<file path="src/logic/cpsc_pkg.sv">
// Constants shared by the cell protection state controller.
package cpsc_pkg;
	localparam int unsigned CLK_HZ = 100_000_000;
	localparam int unsigned CNT_W  = 27;

	// Detection and release delays in their own units.
	localparam real T_OV_DET_S   = 1.0;
	localparam real T_COC_DET_MS = 16.0;
	localparam real T_UV_DET_MS  = 64.0;
	localparam real T_DOC_DET_MS = 16.0;
	localparam real T_SC_DET_US  = 280.0;
	localparam real T_OV_REL_MS  = 1.0;
	localparam real T_UV_REL_MS  = 5.0;
	localparam real T_DOC_REL_MS = 1.0;
	localparam real T_COC_REL_US = 250.0;

	localparam int unsigned OV_DET_CYC  = int'(T_OV_DET_S * CLK_HZ);
	localparam int unsigned COC_DET_CYC = int'(T_COC_DET_MS * CLK_HZ / 1000.0);
	localparam int unsigned UV_DET_CYC  = int'(T_UV_DET_MS * CLK_HZ / 1000.0);
	localparam int unsigned DOC_DET_CYC = int'(T_DOC_DET_MS * CLK_HZ / 1000.0);
	localparam int unsigned SC_DET_CYC  = int'(T_SC_DET_US * CLK_HZ / 1000000.0);
	localparam int unsigned OV_REL_CYC  = int'(T_OV_REL_MS * CLK_HZ / 1000.0);
	localparam int unsigned UV_REL_CYC  = int'(T_UV_REL_MS * CLK_HZ / 1000.0);
	localparam int unsigned DOC_REL_CYC = int'(T_DOC_REL_MS * CLK_HZ / 1000.0);
	localparam int unsigned COC_REL_CYC = int'(T_COC_REL_US * CLK_HZ / 1000000.0);

	// Bit positions in the comparator input vector.
	localparam int unsigned IN_OV_DET = 0;
	localparam int unsigned IN_OV_REL = 1;
	localparam int unsigned IN_UV_DET = 2;
	localparam int unsigned IN_UV_REL = 3;
	localparam int unsigned IN_COC    = 4;
	localparam int unsigned IN_DOC    = 5;
	localparam int unsigned IN_SC     = 6;
	localparam int unsigned IN_LOAD   = 7;
	localparam int unsigned IN_CHGR   = 8;
	localparam int unsigned N_IN      = 9;

	// Timer slots.
	localparam int unsigned T_OV   = 0;
	localparam int unsigned T_COC  = 1;
	localparam int unsigned T_UV   = 2;
	localparam int unsigned T_DOC  = 3;
	localparam int unsigned T_SC   = 4;
	localparam int unsigned T_CREL = 5;
	localparam int unsigned T_DREL = 6;
	localparam int unsigned N_TMR  = 7;

	typedef enum logic [1:0] {CH_NORMAL, CH_OVERCHG, CH_OVERCUR} cpsc_chg_state_type;
	typedef enum logic [1:0] {DS_NORMAL, DS_OVERDIS, DS_OVERCUR} cpsc_dsg_state_type;
endpackage : cpsc_pkg

</file>
<file path="src/logic/cpsc_top.sv">
// Protection state controller driving the charge and discharge switch outputs.
// What this block does
// - A persistent overcharge (1.0 s) or charge overcurrent (16 ms) drives the charge switch output low.
// - A persistent overdischarge (64 ms) or discharge overcurrent (16 ms) drives the discharge switch output low.
// - A short circuit persisting for 280 us drives the discharge switch output low.
// - In overcharge, the charge switch returns high once the cell is below the overcharge release level.
// - In overcharge, the charge switch also returns high when the cell is below the detect level and a load is seen.
// - In overdischarge, the discharge switch returns high once the cell is above the release level.
// - In overdischarge, the discharge switch also returns high above the detect level with a charger attached.
// - After a charge overcurrent trip, the charge switch returns high when a load is detected.
// - After a discharge overcurrent or short trip, the discharge switch returns high only once the load is removed.
// - Overcharge release waits 1.0 ms before the charge switch goes high.
// - Overdischarge release waits 5.0 ms before the discharge switch goes high.
// - Discharge overcurrent release waits 1.0 ms after its condition appears.
// - Charge overcurrent release waits 250 us after its condition appears.
`timescale 1ns/10ps
module cpsc_top #(
	parameter int unsigned OV_DET_CYC  = cpsc_pkg::OV_DET_CYC,
	parameter int unsigned COC_DET_CYC = cpsc_pkg::COC_DET_CYC,
	parameter int unsigned UV_DET_CYC  = cpsc_pkg::UV_DET_CYC,
	parameter int unsigned DOC_DET_CYC = cpsc_pkg::DOC_DET_CYC,
	parameter int unsigned SC_DET_CYC  = cpsc_pkg::SC_DET_CYC,
	parameter int unsigned OV_REL_CYC  = cpsc_pkg::OV_REL_CYC,
	parameter int unsigned UV_REL_CYC  = cpsc_pkg::UV_REL_CYC,
	parameter int unsigned DOC_REL_CYC = cpsc_pkg::DOC_REL_CYC,
	parameter int unsigned COC_REL_CYC = cpsc_pkg::COC_REL_CYC
) (
	input  wire logic clock_in,
	input  wire logic rst_n_in,
	input  wire logic overcharge_det_in,
	input  wire logic overcharge_rel_in,
	input  wire logic overdischarge_det_in,
	input  wire logic overdischarge_rel_in,
	input  wire logic charge_overcurrent_in,
	input  wire logic discharge_overcurrent_in,
	input  wire logic short_circuit_in,
	input  wire logic load_detect_in,
	input  wire logic charger_detect_in,
	output logic      charge_switch_drive_out,
	output logic      discharge_switch_drive_out
);
	import cpsc_pkg::*;

	localparam logic [CNT_W-1:0] LIM_OV   = CNT_W'(OV_DET_CYC - 1);
	localparam logic [CNT_W-1:0] LIM_COC  = CNT_W'(COC_DET_CYC - 1);
	localparam logic [CNT_W-1:0] LIM_UV   = CNT_W'(UV_DET_CYC - 1);
	localparam logic [CNT_W-1:0] LIM_DOC  = CNT_W'(DOC_DET_CYC - 1);
	localparam logic [CNT_W-1:0] LIM_SC   = CNT_W'(SC_DET_CYC - 1);
	localparam logic [CNT_W-1:0] LIM_OVR  = CNT_W'(OV_REL_CYC - 1);
	localparam logic [CNT_W-1:0] LIM_UVR  = CNT_W'(UV_REL_CYC - 1);
	localparam logic [CNT_W-1:0] LIM_DOCR = CNT_W'(DOC_REL_CYC - 1);
	localparam logic [CNT_W-1:0] LIM_COCR = CNT_W'(COC_REL_CYC - 1);

	// Reset release synchroniser.
	logic [1:0] rst_sync_r;
	logic       rst_n;

	always_ff @(posedge clock_in or negedge rst_n_in) begin
		if (!rst_n_in) begin
			rst_sync_r <= 2'h0;
		end else begin
			rst_sync_r <= {rst_sync_r[0], 1'b1};
		end
	end
	assign rst_n = rst_sync_r[1];

	// Comparator inputs are asynchronous; a change is accepted only when stages two and three agree.
	logic [N_IN-1:0] raw;
	logic [N_IN-1:0] sync1_r;
	logic [N_IN-1:0] sync2_r;
	logic [N_IN-1:0] sync3_r;
	logic [N_IN-1:0] filt_r;
	logic [N_IN-1:0] filt_nxt;

	assign raw = {charger_detect_in, load_detect_in, short_circuit_in, discharge_overcurrent_in,
		charge_overcurrent_in, overdischarge_rel_in, overdischarge_det_in, overcharge_rel_in,
		overcharge_det_in};

	always_comb begin
		filt_nxt = (sync2_r & ~(sync2_r ^ sync3_r)) | (filt_r & (sync2_r ^ sync3_r));
	end

	always_ff @(posedge clock_in or negedge rst_n) begin
		if (!rst_n) begin
			sync1_r <= '0;
			sync2_r <= '0;
			sync3_r <= '0;
			filt_r  <= '0;
		end else begin
			sync1_r <= raw;
			sync2_r <= sync1_r;
			sync3_r <= sync2_r;
			filt_r  <= filt_nxt;
		end
	end

	// States, delay timers and output drives.
	cpsc_chg_state_type chg_state_r;
	cpsc_chg_state_type chg_state_nxt;
	cpsc_dsg_state_type dsg_state_r;
	cpsc_dsg_state_type dsg_state_nxt;
	logic [CNT_W-1:0]   cnt_r   [N_TMR];
	logic [CNT_W-1:0]   cnt_nxt [N_TMR];
	logic [CNT_W-1:0]   lim     [N_TMR];
	logic [N_TMR-1:0]   run;
	logic [N_TMR-1:0]   expd;
	logic               chg_out_nxt;
	logic               dsg_out_nxt;

	always_comb begin
		lim[T_OV]   = LIM_OV;
		lim[T_COC]  = LIM_COC;
		lim[T_UV]   = LIM_UV;
		lim[T_DOC]  = LIM_DOC;
		lim[T_SC]   = LIM_SC;
		lim[T_CREL] = (chg_state_r == CH_OVERCHG) ? LIM_OVR : LIM_COCR;
		lim[T_DREL] = (dsg_state_r == DS_OVERDIS) ? LIM_UVR : LIM_DOCR;

		run[T_OV]  = (chg_state_r == CH_NORMAL) && filt_r[IN_OV_DET];
		run[T_COC] = (chg_state_r == CH_NORMAL) && filt_r[IN_COC];
		run[T_UV]  = (dsg_state_r == DS_NORMAL) && filt_r[IN_UV_DET];
		run[T_DOC] = (dsg_state_r == DS_NORMAL) && filt_r[IN_DOC];
		run[T_SC]  = (dsg_state_r == DS_NORMAL) && filt_r[IN_SC];
		run[T_CREL] = ((chg_state_r == CH_OVERCHG) && (filt_r[IN_OV_REL]
			|| (!filt_r[IN_OV_DET] && filt_r[IN_LOAD])))
			|| ((chg_state_r == CH_OVERCUR) && filt_r[IN_LOAD]);
		run[T_DREL] = ((dsg_state_r == DS_OVERDIS) && (filt_r[IN_UV_REL]
			|| (!filt_r[IN_UV_DET] && filt_r[IN_CHGR])))
			|| ((dsg_state_r == DS_OVERCUR) && !filt_r[IN_LOAD]);

		// A dropped condition clears its timer so only a persistent one counts.
		for (int i = 0; i < N_TMR; i++) begin
			expd[i]    = run[i] && (cnt_r[i] == lim[i]);
			cnt_nxt[i] = (run[i] && !expd[i]) ? cnt_r[i] + 1'b1 : '0;
		end

		chg_state_nxt = chg_state_r;
		case (chg_state_r)
			CH_NORMAL: begin
				if (expd[T_OV]) begin
					chg_state_nxt = CH_OVERCHG;
				end else if (expd[T_COC]) begin
					chg_state_nxt = CH_OVERCUR;
				end
			end
			default: begin
				if (expd[T_CREL]) begin
					chg_state_nxt = CH_NORMAL;
				end
			end
		endcase

		dsg_state_nxt = dsg_state_r;
		case (dsg_state_r)
			DS_NORMAL: begin
				if (expd[T_SC] || expd[T_DOC]) begin
					dsg_state_nxt = DS_OVERCUR;
				end else if (expd[T_UV]) begin
					dsg_state_nxt = DS_OVERDIS;
				end
			end
			default: begin
				if (expd[T_DREL]) begin
					dsg_state_nxt = DS_NORMAL;
				end
			end
		endcase

		chg_out_nxt = (chg_state_nxt == CH_NORMAL);
		dsg_out_nxt = (dsg_state_nxt == DS_NORMAL);
	end

	always_ff @(posedge clock_in or negedge rst_n) begin
		if (!rst_n) begin
			chg_state_r                <= CH_NORMAL;
			dsg_state_r                <= DS_NORMAL;
			charge_switch_drive_out    <= 1'b1;
			discharge_switch_drive_out <= 1'b1;
			for (int i = 0; i < N_TMR; i++) begin
				cnt_r[i] <= '0;
			end
		end else begin
			chg_state_r                <= chg_state_nxt;
			dsg_state_r                <= dsg_state_nxt;
			charge_switch_drive_out    <= chg_out_nxt;
			discharge_switch_drive_out <= dsg_out_nxt;
			for (int i = 0; i < N_TMR; i++) begin
				cnt_r[i] <= cnt_nxt[i];
			end
		end
	end
endmodule : cpsc_top
</file>
<file path="config.mk">
export PLATFORM = sky130hd
export DESIGN_NAME = cpsc_top
export DESIGN_NICKNAME = d
export VERILOG_FILES = /design/src/logic/cpsc_pkg.sv /design/src/logic/cpsc_top.sv
export SDC_FILE = /design/constraint.sdc
export NUM_CORES = 1
export LEC_CHECK = 0
export ABC_AREA = 1
export ABC_CLOCK_PERIOD_IN_PS = 8000
export BUFFER_PORTS_ARGS = -buffer_cell sky130_fd_sc_hd__buf_2
export CAP_MARGIN = 20
export CORE_AREA = 3 3 165 167
export CTS_CLUSTER_DIAMETER = 150
export DETAILED_ROUTE_END_ITERATION = 6
export DIE_AREA = 0 0 168 170
export PLACE_DENSITY = 0.73
export SYNTH_ARGS = -nofsm -noshare
export SYNTH_HDL_FRONTEND = slang
export SYNTH_SLANG_ARGS = --single-unit
</file>
<file path="constraint.sdc">
create_clock -name clock_in -period 8 [get_ports clock_in]
set_input_delay 1.6 -clock clock_in [delete_from_list [all_inputs] [get_ports clock_in]]
set_output_delay 1.6 -clock clock_in [all_outputs]
set_load 0.005 [all_outputs]
</file>
==> results of run 1 <==
## metal layers
layer  share of wire (%)  vias up  GRT usage, %
met5                   0        -             0
li1                    -     5027             -
met1                  49     4598          25.5
met2                  46      151          29.7
met3                 3.3       26          2.53
met4                 1.5        0          4.38
## Yosys cell counts (3+ instances only)
master	number	area (um^2)
sky130_fd_sc_hd__nor3_2	5	50.1
sky130_fd_sc_hd__ha_1	7	87.6
sky130_fd_sc_hd__nand2_2	16	100
sky130_fd_sc_hd__nor3b_2	3	37.5
sky130_fd_sc_hd__nand3_2	4	40.0
sky130_fd_sc_hd__inv_2	4	15.0
sky130_fd_sc_hd__dfrtp_1	231	5780
sky130_fd_sc_hd__nand4_1	39	244
sky130_fd_sc_hd__xor2_1	69	604
sky130_fd_sc_hd__inv_1	172	646
sky130_fd_sc_hd__buf_6	10	113
sky130_fd_sc_hd__nand2_1	337	1260
sky130_fd_sc_hd__nor4_1	3	18.8
sky130_fd_sc_hd__xnor2_1	39	342
sky130_fd_sc_hd__nand3_1	82	410
sky130_fd_sc_hd__a21oi_1	20	100
sky130_fd_sc_hd__nor3_1	89	445
sky130_fd_sc_hd__and3_1	3	18.8
sky130_fd_sc_hd__nor2_2	17	106
sky130_fd_sc_hd__maj3_1	9	90.1
sky130_fd_sc_hd__nor2_1	363	1360
sky130_fd_sc_hd__nor2_4	6	67.6
sky130_fd_sc_hd__nor3b_1	15	113
sky130_fd_sc_hd__o21ai_0	11	55.1
## cell type report
class,instances,area share [%]
inverters,176,4.84
clock inverters,18,1.77
clock buffers,30,5.25
multi-input cells,1154,41.7
well taps,335,3.07
flip-flops and latches,233,42.7
repair buffers,15,0.605
## flip-flops by register name, summed over array words and instances (netlist names), 2 cells and up, named ones only
name         flops
cnt_r          189
dsg_state_r      2
sync1_r          9
chg_state_r      2
sync3_r          9
sync2_r          9
rst_sync_r       2
## metrics by stage
stage | setup slack (ns) | instance area, um^2 | hold slack [ns] | utilization (%)
after floorplan | 1.03 | 12300 | 0.331 | -
after global placement | 5.80 | 12700 | 0.333 | 49.0
after detailed placement | 5.74 | 12700 | 0.336 | 49.0
after CTS | 5.24 | 13700 | 0.350 | 52.7
after global routing | 5.22 | 13700 | 0.356 | 52.7
final | 5.27 | 13700 | 0.348 | 52.7
## path summary, 6_finish.rpt
check	to	slack (ns)	start	cells past startpoint
setup / recovery	discharge_switch_drive_out	5.27	discharge_switch_drive_out$_DFF_PN1_	1
hold / removal	sync2_r[2]$_DFF_PN0_	0.35	sync1_r[2]$_DFF_PN0_	0
setup reg to reg	cnt_r[65]$_DFF_PN0_	5.88	rst_sync_r[1]$_DFF_PN0_	2
hold reg to reg	sync2_r[2]$_DFF_PN0_	0.35	sync1_r[2]$_DFF_PN0_	0
max in group asynchronous	cnt_r[65]$_DFF_PN0_	5.88	rst_sync_r[1]$_DFF_PN0_	2
min in group asynchronous	async pin	0.46	rst_sync_r[1]$_DFF_PN0_	0
## kinds of logic after synthesis
logic type / Yosys count / share of synthesized area [%]
AOI/OAI and AO/OA: 38 / 1.75
other: 1 / 0.0304
buffers and inverters: 190 / 6.47
xor gates and xnor gates: 108 / 7.67
DFF: 233 / 47.3
adders and majority gates: 16 / 1.44
and+or+nand+nor: 991 / 35.3
## power by group through the flow
stage	registers (mW)	logic [mW]	clock network [mW]
2_1_floorplan	1.25	0.0525	0
3_3_place_gp	1.25	0.0728	0
3_5_place_dp	1.25	0.0747	0
4_1_cts	1.23	0.0755	1.33
5_1_grt	1.23	0.0856	1.39
6_report	1.23	0.0729	1.30
==> report_table.html, run 1 <==
<table>
<tr><th>Metric</th><th>Value</th></tr>
<tr><th colspan="2">Run status</th></tr>
<tr><td>Outcome</td><td>complete, no violations</td></tr>
<tr><th colspan="2">Final layout</th></tr>
<tr><td>Seq. cell area</td><td>5840 um^2</td></tr>
<tr><td>Growth of design area from synthesis to finish</td><td>10.8%</td></tr>
<tr><td>Leading cell types in the layout, fill and taps excluded</td><td>sky130_fd_sc_hd__nor2_1 (363), sky130_fd_sc_hd__nand2_1 (337), sky130_fd_sc_hd__dfrtp_1 (230), sky130_fd_sc_hd__inv_1 (172), sky130_fd_sc_hd__nor3_1 (89)</td></tr>
<tr><td>Final cell count without fillers</td><td>1961</td></tr>
<tr><td>Fraction of final layout cells with drive strength greater than 1</td><td>7.75%</td></tr>
<tr><td>Total area of multi-input combinational cells</td><td>5700 um^2</td></tr>
<tr><td># fillers</td><td>2427</td></tr>
<tr><td>Number of diodes</td><td>0</td></tr>
<tr><td>Number of nets in the finished design</td><td>1624</td></tr>
<tr><td>Most common cell after layout, fill and taps aside</td><td>sky130_fd_sc_hd__nor2_1</td></tr>
<tr><th colspan="2">Synth</th></tr>
<tr><td>Count of yosys warnings during synthesis</td><td>0</td></tr>
<tr><td>Synth async-reset ratio</td><td>100%</td></tr>
<tr><td>Synthesized netlist net count</td><td>1595</td></tr>
<tr><td>Number of flops mapped to enable cells by yosys</td><td>0</td></tr>
<tr><td>Seq/Total Area, Yosys</td><td>47.3%</td></tr>
<tr><td>Synth Instances</td><td>1577</td></tr>
<tr><td>Mean cell area of the mapped netlist</td><td>7.82 um^2</td></tr>
<tr><td>Synthesized flop and latch total</td><td>233</td></tr>
<tr><td>Netlist area before placement</td><td>12300 um^2</td></tr>
<tr><td>Unique cell type count in the Yosys netlist</td><td>41</td></tr>
<tr><td>Main synth FF type</td><td>sky130_fd_sc_hd__dfrtp_1</td></tr>
<tr><th colspan="2">STA</th></tr>
<tr><td>Least-Margin Pin Slew</td><td>0.939 ns</td></tr>
<tr><td>Clock tree skew after final layout</td><td>0.00794 ns</td></tr>
<tr><td>Final period utilization</td><td>34.1%</td></tr>
<tr><td>Fmax achieved</td><td>366 MHz</td></tr>
<tr><td>Final hold violation count</td><td>0</td></tr>
<tr><td>Total negative slack</td><td>0 ns</td></tr>
<tr><td>Setup-violating endpoint count in the final report</td><td>0</td></tr>
<tr><td>Slew Limit Fails</td><td>0</td></tr>
<tr><td>Unrepaired setup endpoints after global routing</td><td>false</td></tr>
<tr><td>Worst-case headroom to the max-slew limit</td><td>37.4%</td></tr>
<tr><td>Final period demand of the worst path</td><td>2.73 ns</td></tr>
<tr><th colspan="2">Floorplanning</th></tr>
<tr><td>Die ar.</td><td>28600 um^2</td></tr>
<tr><td>I/O pin total</td><td>13</td></tr>
<tr><td>Vertical extent of the die</td><td>170 um</td></tr>
<tr><td>Floorplan Core Area</td><td>25900 um^2</td></tr>
<tr><td>Width of the die</td><td>168 um</td></tr>
<tr><td>Number of standard-cell rows in the floorplan</td><td>59</td></tr>
<tr><td>Starting utilization of the core area</td><td>47.6%</td></tr>
<tr><th colspan="2">Routing</th></tr>
<tr><td>Number of nets with antenna violations after routing</td><td>0</td></tr>
<tr><td>Average detailed-routed wire length per instance</td><td>12.9 um</td></tr>
<tr><td>Total DRC errors in the routed layout</td><td>0</td></tr>
<tr><td>Detailed-router iteration count before antenna repair</td><td>5</td></tr>
<tr><td>Routed vias</td><td>9802</td></tr>
<tr><td>WL final</td><td>25.2 mm</td></tr>
<tr><td>Detailed Route Iter0 Violations</td><td>791</td></tr>
<tr><td>Vias/cell</td><td>5.00</td></tr>
<tr><th colspan="2">Global route</th></tr>
<tr><td>Total overflow reported by the global router</td><td>0</td></tr>
<tr><td>Total routing usage reported by global routing</td><td>18.0%</td></tr>
<tr><td>Maximum number of pins on one net before global-route repair</td><td>79</td></tr>
<tr><td>Number of global-route vias before repair</td><td>9633</td></tr>
<tr><td>First-pass GRT wire length</td><td>44.6 mm</td></tr>
<tr><td>Initial antenna violation count</td><td>0</td></tr>
<tr><th colspan="2">Placement</th></tr>
<tr><td>Cell total after placement</td><td>1913</td></tr>
<tr><td>Final weighted congestion in routability-driven placement</td><td>0.912</td></tr>
<tr><td>Half-perimeter wire length of the detailed placement result</td><td>18.0 mm</td></tr>
<tr><td>Quantity of I/O buffers inserted on ports</td><td>12</td></tr>
<tr><th colspan="2">Worst setup path</th></tr>
<tr><td>Startpoint Class</td><td>register</td></tr>
<tr><td>Cell type of the slowest stage on the worst timing path</td><td>sky130_fd_sc_hd__dfstp_2</td></tr>
<tr><td>Gate family responsible for the most delay along the worst path</td><td>flip-flops</td></tr>
<tr><td>Required time worst endpoint</td><td>6.40 ns</td></tr>
<tr><td>CP Cell Sequence</td><td>buf_2</td></tr>
<tr><td>CP peak stage delay</td><td>0.51 ns</td></tr>
<tr><td>Bufs and invs on worst path</td><td>1</td></tr>
<tr><td>Worst Setup Path Type</td><td>reg2out</td></tr>
<tr><td>Worst EP arrival</td><td>1.13 ns</td></tr>
<tr><td>Critical path endpoint category</td><td>primary output</td></tr>
<tr><td>Maximum fanout along the worst path</td><td>1</td></tr>
<tr><th colspan="2">Power and ir drop</th></tr>
<tr><td>Clock power share</td><td>49.9%</td></tr>
<tr><td>Static leakage</td><td>5.65 nW</td></tr>
<tr><td>Pwr per Cell Area</td><td>190 nW/um^2</td></tr>
<tr><td>Largest vdd supply drop</td><td>190 uV</td></tr>
<tr><td>Proportion of power drawn by combinational gates</td><td>2.8%</td></tr>
<tr><td>Share of total power in sequential cells</td><td>47.3%</td></tr>
<tr><td>Total internal power</td><td>2.03 mW</td></tr>
<tr><td>Power after layout</td><td>2.60 mW</td></tr>
<tr><td>Switching power of the nets</td><td>0.566 mW</td></tr>
<tr><td>Net Sw Frac</td><td>21.8%</td></tr>
<tr><th colspan="2">Clocking</th></tr>
<tr><td># Post-CTS Setup Buffers</td><td>0</td></tr>
<tr><td>Worst skew pair latency</td><td>0.52 ns</td></tr>
<tr><td>CTS clock-pin slew for the worst setup and hold paths</td><td>0.06 ns</td></tr>
<tr><td># hold bufs at CTS</td><td>0</td></tr>
<tr><td>Clock tree root buffer cell</td><td>sky130_fd_sc_hd__clkbuf_16</td></tr>
<tr><td>Cts bufs inserted</td><td>26</td></tr>
<tr><td>CTS tree</td><td>built</td></tr>
<tr><td>Number of H-tree branching levels</td><td>1</td></tr>
<tr><td>Number of sinks on the clock net</td><td>233</td></tr>
<tr><td>Number of cells upsized or downsized after cts</td><td>0</td></tr>
<tr><td>Clock tree buffer depth</td><td>3</td></tr>
<tr><th colspan="2">Job</th></tr>
<tr><td>Number of maximum-capacitance violations</td><td>0</td></tr>
<tr><th colspan="2">Worst hold path</th></tr>
<tr><td>Class of the tightest hold or removal check</td><td>reg2reg</td></tr>
</table>
Power figures use the tool's default switching activity.
==> run 2: changes to the inputs <==
--- a/config.mk
+++ b/config.mk
@@ -6,14 +6,14 @@
 export NUM_CORES = 1
 export LEC_CHECK = 0
 export ABC_AREA = 1
-export ABC_CLOCK_PERIOD_IN_PS = 8000
+export ABC_CLOCK_PERIOD_IN_PS = 2500
 export BUFFER_PORTS_ARGS = -buffer_cell sky130_fd_sc_hd__buf_2
 export CAP_MARGIN = 20
 export CORE_AREA = 3 3 165 167
 export CTS_CLUSTER_DIAMETER = 150
 export DETAILED_ROUTE_END_ITERATION = 6
 export DIE_AREA = 0 0 168 170
-export PLACE_DENSITY = 0.73
+export PLACE_DENSITY = 0.75
 export SYNTH_ARGS = -nofsm -noshare
 export SYNTH_HDL_FRONTEND = slang
 export SYNTH_SLANG_ARGS = --single-unit
==> constraint.sdc (replaced) <==
create_clock -name clock_in -period 2.5 [get_ports clock_in]
set_input_delay 0.5 -clock clock_in [delete_from_list [all_inputs] [get_ports clock_in]]
set_output_delay 0.5 -clock clock_in [all_outputs]
set_load 0.005 [all_outputs]
==> run 2 against run 1 <==
Compared with the run above:
- clock power increased to 2.9 times the previous value
- worst setup slack got worse by 4.7 ns
- combinational power grew to 3.6 times the previous value
- clock-buffer cell count up 6
- highest routed layer unchanged
==> report_table.html, run 2 (synthesis results as in run 1) <==
<table>
<tr><th>Metric</th><th>Value</th></tr>
<tr><th colspan="2">STA</th></tr>
<tr><td>Fmax achieved</td><td>528 MHz</td></tr>
<tr><td>Setup-violating endpoint count in the final report</td><td>0</td></tr>
<tr><td>Final period demand of the worst path</td><td>1.89 ns</td></tr>
<tr><td>Worst hold slack after final layout</td><td>0.0825 ns</td></tr>
<tr><td>Least-Margin Pin Slew</td><td>0.611 ns</td></tr>
<tr><td>Slew Limit Fails</td><td>0</td></tr>
<tr><td>Clock tree skew after final layout</td><td>0.0126 ns</td></tr>
<tr><td>Worst-case headroom to the max-slew limit</td><td>58.9%</td></tr>
<tr><td>Final period utilization</td><td>75.8%</td></tr>
<tr><td>Total negative slack</td><td>0 ns</td></tr>
<tr><td>Final hold violation count</td><td>0</td></tr>
<tr><td>Unrepaired setup endpoints after global routing</td><td>false</td></tr>
<tr><th colspan="2">Final layout</th></tr>
<tr><td>Seq. cell area</td><td>5840 um^2</td></tr>
<tr><td>Largest register by flop count</td><td>cnt_r</td></tr>
<tr><td>Fraction of final layout cells with drive strength greater than 1</td><td>7.55%</td></tr>
<tr><td>Final cell count without fillers</td><td>1964</td></tr>
<tr><td>Flip-flop count of the largest register, all copies and words added</td><td>189</td></tr>
<tr><td># fillers</td><td>2426</td></tr>
<tr><td>Growth of design area from synthesis to finish</td><td>10.6%</td></tr>
<tr><td>Number of nets in the finished design</td><td>1628</td></tr>
<tr><td>Number of diodes</td><td>0</td></tr>
<tr><td>Leading cell types in the layout, fill and taps excluded</td><td>sky130_fd_sc_hd__nor2_1 (363), sky130_fd_sc_hd__nand2_1 (337), sky130_fd_sc_hd__dfrtp_1 (230), sky130_fd_sc_hd__inv_1 (172), sky130_fd_sc_hd__nor3_1 (89)</td></tr>
<tr><td>Total area of multi-input combinational cells</td><td>5700 um^2</td></tr>
<tr><td>Most common cell after layout, fill and taps aside</td><td>sky130_fd_sc_hd__nor2_1</td></tr>
<tr><td>Share of the core filled with cells</td><td>52.6%</td></tr>
<tr><th colspan="2">Power and ir drop</th></tr>
<tr><td>Largest vdd supply drop</td><td>775 uV</td></tr>
<tr><td>Total internal power</td><td>6.22 mW</td></tr>
<tr><td>Pwr per Cell Area</td><td>585 nW/um^2</td></tr>
<tr><td>Clock power share</td><td>47.5%</td></tr>
<tr><td>Static leakage</td><td>5.65 nW</td></tr>
<tr><td>Switching power of the nets</td><td>1.75 mW</td></tr>
<tr><td>Net Sw Frac</td><td>22.0%</td></tr>
<tr><td>Proportion of power drawn by combinational gates</td><td>3.3%</td></tr>
<tr><td>Share of total power in sequential cells</td><td>49.2%</td></tr>
<tr><th colspan="2">Floorplanning</th></tr>
<tr><td>Vertical extent of the die</td><td>170 um</td></tr>
<tr><td>Number of standard-cell rows in the floorplan</td><td>59</td></tr>
<tr><td>Floorplan Core Area</td><td>25900 um^2</td></tr>
<tr><td>Die ar.</td><td>28600 um^2</td></tr>
<tr><td>Starting utilization of the core area</td><td>47.6%</td></tr>
<tr><td>Width of the die</td><td>168 um</td></tr>
<tr><td>I/O pin total</td><td>13</td></tr>
<tr><th colspan="2">Worst setup path</th></tr>
<tr><td>Worst flop-to-flop path startpoint</td><td>cnt_r[108]$_DFF_PN0_</td></tr>
<tr><td>Maximum fanout along the worst path</td><td>18</td></tr>
<tr><td>Required time worst endpoint</td><td>2.90 ns</td></tr>
<tr><td>Worst Setup Path Type</td><td>reg2reg</td></tr>
<tr><td>Worst EP arrival</td><td>2.29 ns</td></tr>
<tr><td>Crit path from</td><td>cnt_r[108]$_DFF_PN0_</td></tr>
<tr><td>Critical path endpoint category</td><td>register</td></tr>
<tr><td>Startpoint Class</td><td>register</td></tr>
<tr><th colspan="2">Global route</th></tr>
<tr><td>Initial antenna violation count</td><td>0</td></tr>
<tr><td>Total routing usage reported by global routing</td><td>18.2%</td></tr>
<tr><td>Number of global-route vias before repair</td><td>9644</td></tr>
<tr><td>Maximum number of pins on one net before global-route repair</td><td>67</td></tr>
<tr><td>Total overflow reported by the global router</td><td>0</td></tr>
<tr><td>First-pass GRT wire length</td><td>44.6 mm</td></tr>
<tr><th colspan="2">Job</th></tr>
<tr><td>Number of maximum-capacitance violations</td><td>0</td></tr>
<tr><th colspan="2">Placement</th></tr>
<tr><td>Final weighted congestion in routability-driven placement</td><td>0.950</td></tr>
<tr><td>Half-perimeter wire length of the detailed placement result</td><td>18.4 mm</td></tr>
<tr><td>Cell total after placement</td><td>1916</td></tr>
<tr><td>Quantity of I/O buffers inserted on ports</td><td>12</td></tr>
<tr><th colspan="2">Routing</th></tr>
<tr><td>Number of nets with antenna violations after routing</td><td>0</td></tr>
<tr><td>Detailed Route Iter0 Violations</td><td>806</td></tr>
<tr><td>Total DRC errors in the routed layout</td><td>0</td></tr>
<tr><td>Vias/cell</td><td>5.05</td></tr>
<tr><td>Average detailed-routed wire length per instance</td><td>13.0 um</td></tr>
<tr><td>Routed vias</td><td>9925</td></tr>
<tr><td>WL final</td><td>25.6 mm</td></tr>
<tr><td>Detailed-router iteration count before antenna repair</td><td>5</td></tr>
<tr><th colspan="2">Clocking</th></tr>
<tr><td>Worst skew pair latency</td><td>0.52 ns</td></tr>
<tr><td>Cts bufs inserted</td><td>26</td></tr>
<tr><td>CTS tree</td><td>built</td></tr>
<tr><td>Clock tree buffer depth</td><td>3</td></tr>
<tr><td>Number of sinks on the clock net</td><td>233</td></tr>
<tr><td>Clock tree root buffer cell</td><td>sky130_fd_sc_hd__clkbuf_16</td></tr>
<tr><td>Number of H-tree branching levels</td><td>1</td></tr>
<tr><td>CTS clock-pin slew for the worst setup and hold paths</td><td>0.06 ns</td></tr>
<tr><th colspan="2">Worst hold path</th></tr>
<tr><td>Hold_sp</td><td>overdischarge_det_in</td></tr>
<tr><td>Class of the tightest hold or removal check</td><td>in2reg</td></tr>
<tr><th colspan="2">Run status</th></tr>
<tr><td>Outcome</td><td>complete, no violations</td></tr>
</table>
[run 2: critical path, cell delays in order, from the launching register on]
cell                       delay, ns
sky130_fd_sc_hd__dfrtp_1        0.41
sky130_fd_sc_hd__ha_1           0.21
sky130_fd_sc_hd__nand2_2        0.08
sky130_fd_sc_hd__nor2_4         0.18
sky130_fd_sc_hd__nand4_2        0.19
sky130_fd_sc_hd__o21bai_4       0.32
sky130_fd_sc_hd__buf_4          0.30
sky130_fd_sc_hd__nor3b_1        0.09
[run 2: layout make-up]
type / instances / area share, %
multi-input cells: 1154 / 41.8
inverters: 176 / 4.85
well taps: 335 / 3.07
repair buffers: 19 / 1.12
clock inverters: 11 / 0.835
flip-flops and latches: 233 / 42.8
clock buffers: 36 / 5.50
[run 2: metrics by stage]
step | power [mW] | area (um^2) | worst slack [ns]
after floorplan | 4.18 | 12300 | 0.148
after global placement | 4.25 | 12800 | 0.686
after detailed placement | 4.26 | 12800 | 0.625
after CTS | 8.08 | 13600 | 0.587
after global routing | 8.26 | 13600 | 0.400
final | 7.97 | 13600 | 0.605
[run 2: routing by layer]
metal	up-vias	share of wire, %	track usage (%)
met5	-	0	0
met1	4670	47	25.0
met3	48	3.5	2.23
li1	5029	-	-
met2	178	47	30.6
met4	0	2.7	5.12
[run 2: path summary, 6_finish.rpt]
check | end | slack, ns | cells after the start
setup / recovery | cnt_r[110]$_DFF_PN0_ | 0.61 | 7
hold / removal | sync1_r[2]$_DFF_PN0_ | 0.08 | 1
setup reg to reg | cnt_r[110]$_DFF_PN0_ | 0.61 | 7
hold reg to reg | async pin | 0.30 | 0
max in group asynchronous | charge_switch_drive_out$_DFF_PN1_ | 1.43 | 1
min in group asynchronous | rst_sync_r[0]$_DFF_PN0_ | 0.30 | 2
[run 2: repair_timing]
item	in CTS	in global routing
setup buffers	0	0
endpoints found under the hold margin	2	0
hold buffers	1	0
gates resized for setup	0	0
[run 2: power by group through the flow]
stage / Combinational, mW / Clock [mW] / Sequential, mW
2_1_floorplan: 0.168 / 0 / 4.01
3_5_place_dp: 0.271 / 0 / 3.99
4_1_cts: 0.277 / 3.88 / 3.92
6_report: 0.266 / 3.79 / 3.92
3_3_place_gp: 0.264 / 0 / 3.98
5_1_grt: 0.308 / 4.03 / 3.93
==> run 3: changes to the inputs <==
--- a/config.mk
+++ b/config.mk
@@ -6,14 +6,14 @@
 export NUM_CORES = 1
 export LEC_CHECK = 0
 export ABC_AREA = 1
-export ABC_CLOCK_PERIOD_IN_PS = 2500
+export ABC_CLOCK_PERIOD_IN_PS = 1780
 export BUFFER_PORTS_ARGS = -buffer_cell sky130_fd_sc_hd__buf_2
 export CAP_MARGIN = 20
 export CORE_AREA = 3 3 165 167
 export CTS_CLUSTER_DIAMETER = 150
 export DETAILED_ROUTE_END_ITERATION = 6
 export DIE_AREA = 0 0 168 170
-export PLACE_DENSITY = 0.75
+export PLACE_DENSITY = 0.73
 export SYNTH_ARGS = -nofsm -noshare
 export SYNTH_HDL_FRONTEND = slang
 export SYNTH_SLANG_ARGS = --single-unit
==> constraint.sdc (replaced) <==
create_clock -name clock_in -period 1.78 [get_ports clock_in]
set_input_delay 0.356 -clock clock_in [delete_from_list [all_inputs] [get_ports clock_in]]
set_output_delay 0.356 -clock clock_in [all_outputs]
set_load 0.005 [all_outputs]
==> run 3 against run 2 <==
Compared with the run above:
- sequential share of layout area down 1.4 points
- critical path depth up 1
- sequential power up 40%
==> report_table.html, run 3 (synthesis results as in run 1) <==
<table>
<tr><th>Metric</th><th>Value</th></tr>
<tr><th colspan="2">Routing</th></tr>
<tr><td>Detailed-router iteration count before antenna repair</td><td>5</td></tr>
<tr><td>Vias/cell</td><td>5.00</td></tr>
<tr><td>Detailed Route Iter0 Violations</td><td>750</td></tr>
<tr><td>Total routed wire length on the met1 layer</td><td>12.3 mm</td></tr>
<tr><td>Total DRC errors in the routed layout</td><td>0</td></tr>
<tr><td>Top Layer Used</td><td>met4</td></tr>
<tr><td>WL met2</td><td>11.9 mm</td></tr>
<tr><td>Routed vias</td><td>10000</td></tr>
<tr><td>WL final</td><td>25.7 mm</td></tr>
<tr><td>Average detailed-routed wire length per instance</td><td>12.8 um</td></tr>
<tr><td>Number of nets with antenna violations after routing</td><td>0</td></tr>
<tr><td>Met3 wirelength from detailed routing</td><td>938 um</td></tr>
<tr><th colspan="2">Global route</th></tr>
<tr><td>Maximum number of pins on one net before global-route repair</td><td>46</td></tr>
<tr><td>Total routing usage reported by global routing</td><td>18.2%</td></tr>
<tr><td>Number of global-route vias before repair</td><td>9721</td></tr>
<tr><td>Initial antenna violation count</td><td>0</td></tr>
<tr><td>Total overflow reported by the global router</td><td>0</td></tr>
<tr><td>First-pass GRT wire length</td><td>44.8 mm</td></tr>
<tr><th colspan="2">Floorplanning</th></tr>
<tr><td>Number of standard-cell rows in the floorplan</td><td>59</td></tr>
<tr><td>Die ar.</td><td>28600 um^2</td></tr>
<tr><td>Floorplan Core Area</td><td>25900 um^2</td></tr>
<tr><td>I/O pin total</td><td>13</td></tr>
<tr><td>Width of the die</td><td>168 um</td></tr>
<tr><td>Vertical extent of the die</td><td>170 um</td></tr>
<tr><td>Starting utilization of the core area</td><td>47.6%</td></tr>
<tr><th colspan="2">Final layout</th></tr>
<tr><td># fillers</td><td>2380</td></tr>
<tr><td>Share of the core filled with cells</td><td>54.4%</td></tr>
<tr><td>Number of diodes</td><td>0</td></tr>
<tr><td>Number of nets in the finished design</td><td>1668</td></tr>
<tr><td>Flip-flop count of the largest register, all copies and words added</td><td>189</td></tr>
<tr><td>Fraction of final layout cells with drive strength greater than 1</td><td>10.0%</td></tr>
<tr><td>Most common cell after layout, fill and taps aside</td><td>sky130_fd_sc_hd__nor2_1</td></tr>
<tr><td>Largest register by flop count</td><td>cnt_r</td></tr>
<tr><td>Seq. cell area</td><td>5840 um^2</td></tr>
<tr><td>Growth of design area from synthesis to finish</td><td>14.3%</td></tr>
<tr><td>Total area of multi-input combinational cells</td><td>5780 um^2</td></tr>
<tr><td>Leading cell types in the layout, fill and taps excluded</td><td>sky130_fd_sc_hd__nor2_1 (357), sky130_fd_sc_hd__nand2_1 (335), sky130_fd_sc_hd__dfrtp_1 (229), sky130_fd_sc_hd__inv_1 (172), sky130_fd_sc_hd__nor3_1 (87)</td></tr>
<tr><th colspan="2">Worst setup path</th></tr>
<tr><td>CP Cell Sequence</td><td>ha_1 -&gt; nand2_1 -&gt; nor2_2 -&gt; nand3_1 -&gt; nor2_2 -&gt; nand3_2 -&gt; nand2_4 -&gt; nor3_1</td></tr>
<tr><td>Worst EP arrival</td><td>2.09 ns</td></tr>
<tr><td>Maximum fanout along the worst path</td><td>26</td></tr>
<tr><td>Critical path endpoint category</td><td>register</td></tr>
<tr><td>Cell type of the slowest stage on the worst timing path</td><td>sky130_fd_sc_hd__dfrtp_1</td></tr>
<tr><td>Bufs and invs on worst path</td><td>0</td></tr>
<tr><td>CP peak stage delay</td><td>0.38 ns</td></tr>
<tr><td>Gate family responsible for the most delay along the worst path</td><td>simple AND/OR/NAND/NOR gates</td></tr>
<tr><td>Required time worst endpoint</td><td>2.19 ns</td></tr>
<tr><td>Worst flop-to-flop path startpoint</td><td>cnt_r[136]$_DFF_PN0_</td></tr>
<tr><td>Startpoint Class</td><td>register</td></tr>
<tr><td>Worst Setup Path Type</td><td>reg2reg</td></tr>
<tr><td>Most frequent cell on the critical path</td><td>sky130_fd_sc_hd__nor2_2</td></tr>
<tr><td>Crit path from</td><td>cnt_r[136]$_DFF_PN0_</td></tr>
<tr><th colspan="2">Worst hold path</th></tr>
<tr><td>Class of the tightest hold or removal check</td><td>in2async</td></tr>
<tr><th colspan="2">Clocking</th></tr>
<tr><td>Number of H-tree branching levels</td><td>1</td></tr>
<tr><td>Clock tree buffer depth</td><td>3</td></tr>
<tr><td>Cts bufs inserted</td><td>26</td></tr>
<tr><td>Clock tree root buffer cell</td><td>sky130_fd_sc_hd__clkbuf_16</td></tr>
<tr><td>CTS clock-pin slew for the worst setup and hold paths</td><td>0.06 ns</td></tr>
<tr><td>CTS tree</td><td>built</td></tr>
<tr><td>Number of sinks on the clock net</td><td>233</td></tr>
<tr><td>Worst skew pair latency</td><td>0.53 ns</td></tr>
<tr><th colspan="2">STA</th></tr>
<tr><td>Total negative slack</td><td>0 ns</td></tr>
<tr><td>Worst-case headroom to the max-slew limit</td><td>64.1%</td></tr>
<tr><td>Final period utilization</td><td>94.3%</td></tr>
<tr><td>Final hold violation count</td><td>0</td></tr>
<tr><td>Fmax achieved</td><td>596 MHz</td></tr>
<tr><td>Final period demand of the worst path</td><td>1.68 ns</td></tr>
<tr><td>Unrepaired setup endpoints after global routing</td><td>true</td></tr>
<tr><td>Clock tree skew after final layout</td><td>0.0267 ns</td></tr>
<tr><td>Slew Limit Fails</td><td>0</td></tr>
<tr><td>Setup-violating endpoint count in the final report</td><td>0</td></tr>
<tr><td>Least-Margin Pin Slew</td><td>0.534 ns</td></tr>
<tr><th colspan="2">Placement</th></tr>
<tr><td>Final weighted congestion in routability-driven placement</td><td>0.905</td></tr>
<tr><td>Half-perimeter wire length of the detailed placement result</td><td>18.7 mm</td></tr>
<tr><td>Quantity of I/O buffers inserted on ports</td><td>12</td></tr>
<tr><th colspan="2">Run status</th></tr>
<tr><td>Outcome</td><td>complete, no violations</td></tr>
<tr><th colspan="2">Power and ir drop</th></tr>
<tr><td>Share of total power in sequential cells</td><td>49.7%</td></tr>
<tr><td>Largest vdd supply drop</td><td>902 uV</td></tr>
<tr><td>Power after layout</td><td>11.1 mW</td></tr>
<tr><td>Net Sw Frac</td><td>22.2%</td></tr>
<tr><td>Proportion of power drawn by combinational gates</td><td>4.2%</td></tr>
<tr><td>Clock power share</td><td>46.1%</td></tr>
<tr><td>Total internal power</td><td>8.61 mW</td></tr>
<tr><td>Static leakage</td><td>5.89 nW</td></tr>
<tr><td>Switching power of the nets</td><td>2.46 mW</td></tr>
<tr><td>Pwr per Cell Area</td><td>785 nW/um^2</td></tr>
<tr><th colspan="2">Job</th></tr>
<tr><td>Number of maximum-capacitance violations</td><td>0</td></tr>
</table>
==> run 3: power groups by stage <==
stage	combinational [mW]	clock (mW)	sequential, mW
after floorplan	0.236	0	5.63
after global placement	0.430	0	5.59
after detailed placement	0.441	0	5.60
after CTS	0.463	5.25	5.50
after global routing	0.539	5.50	5.52
final	0.468	5.10	5.50
==> run 3: timing repair <==
action	4_1_cts	5_1_grt
hold buffers	10	0
endpoints found under the setup margin	0	145
setup buffers	0	7
resized for setup	0	24
endpoints found under the hold margin	11	0
==> run 3: layer usage <==
layer / global-route usage, % / vias up
li1: - / 5111
met1: 25.6 / 4692
met2: 29.7 / 186
met3: 2.76 / 44
met4: 5.09 / 0
met5: 0 / -
==> run 3: layout make-up <==
type | instances | area share (%)
inverter | 176 | 4.69
sequential | 233 | 41.4
clock buffer | 39 | 5.25
multi-input combinational | 1154 | 41.0
tap | 335 | 2.97
timing repair buffer | 59 | 4.05
clock inverter | 9 | 0.604
==> run 3: final timing paths <==
kind / end / slack (ns) / cells past startpoint
hold reg to reg: sync1_r[2]$_DFF_PN0_ / 0.30 / 0
setup / recovery: cnt_r[152]$_DFF_PN0_ / 0.10 / 8
hold / removal: rst_sync_r[1]$_DFF_PN0_ / 0.14 / 2
setup reg to reg: cnt_r[152]$_DFF_PN0_ / 0.10 / 8
max in group asynchronous: charge_switch_drive_out$_DFF_PN1_ / 0.83 / 1
min in group clock_in: sync2_r[6]$_DFF_PN0_ / 0.35 / 0
==> run 3: through the flow <==
step | hold slack (ns) | cell area [um^2] | setup WS [ns] | cells
after floorplan | 0.0604 | 12300 | -0.572 | 1577
after global placement | 0.142 | 13000 | 0.0483 | 1940
after detailed placement | 0.148 | 13000 | 0.0477 | 1940
after CTS | 0.105 | 14000 | 0.00751 | 1998
after global routing | 0.139 | 14100 | -0.0561 | 2005
final | 0.137 | 14100 | 0.102 | 2005
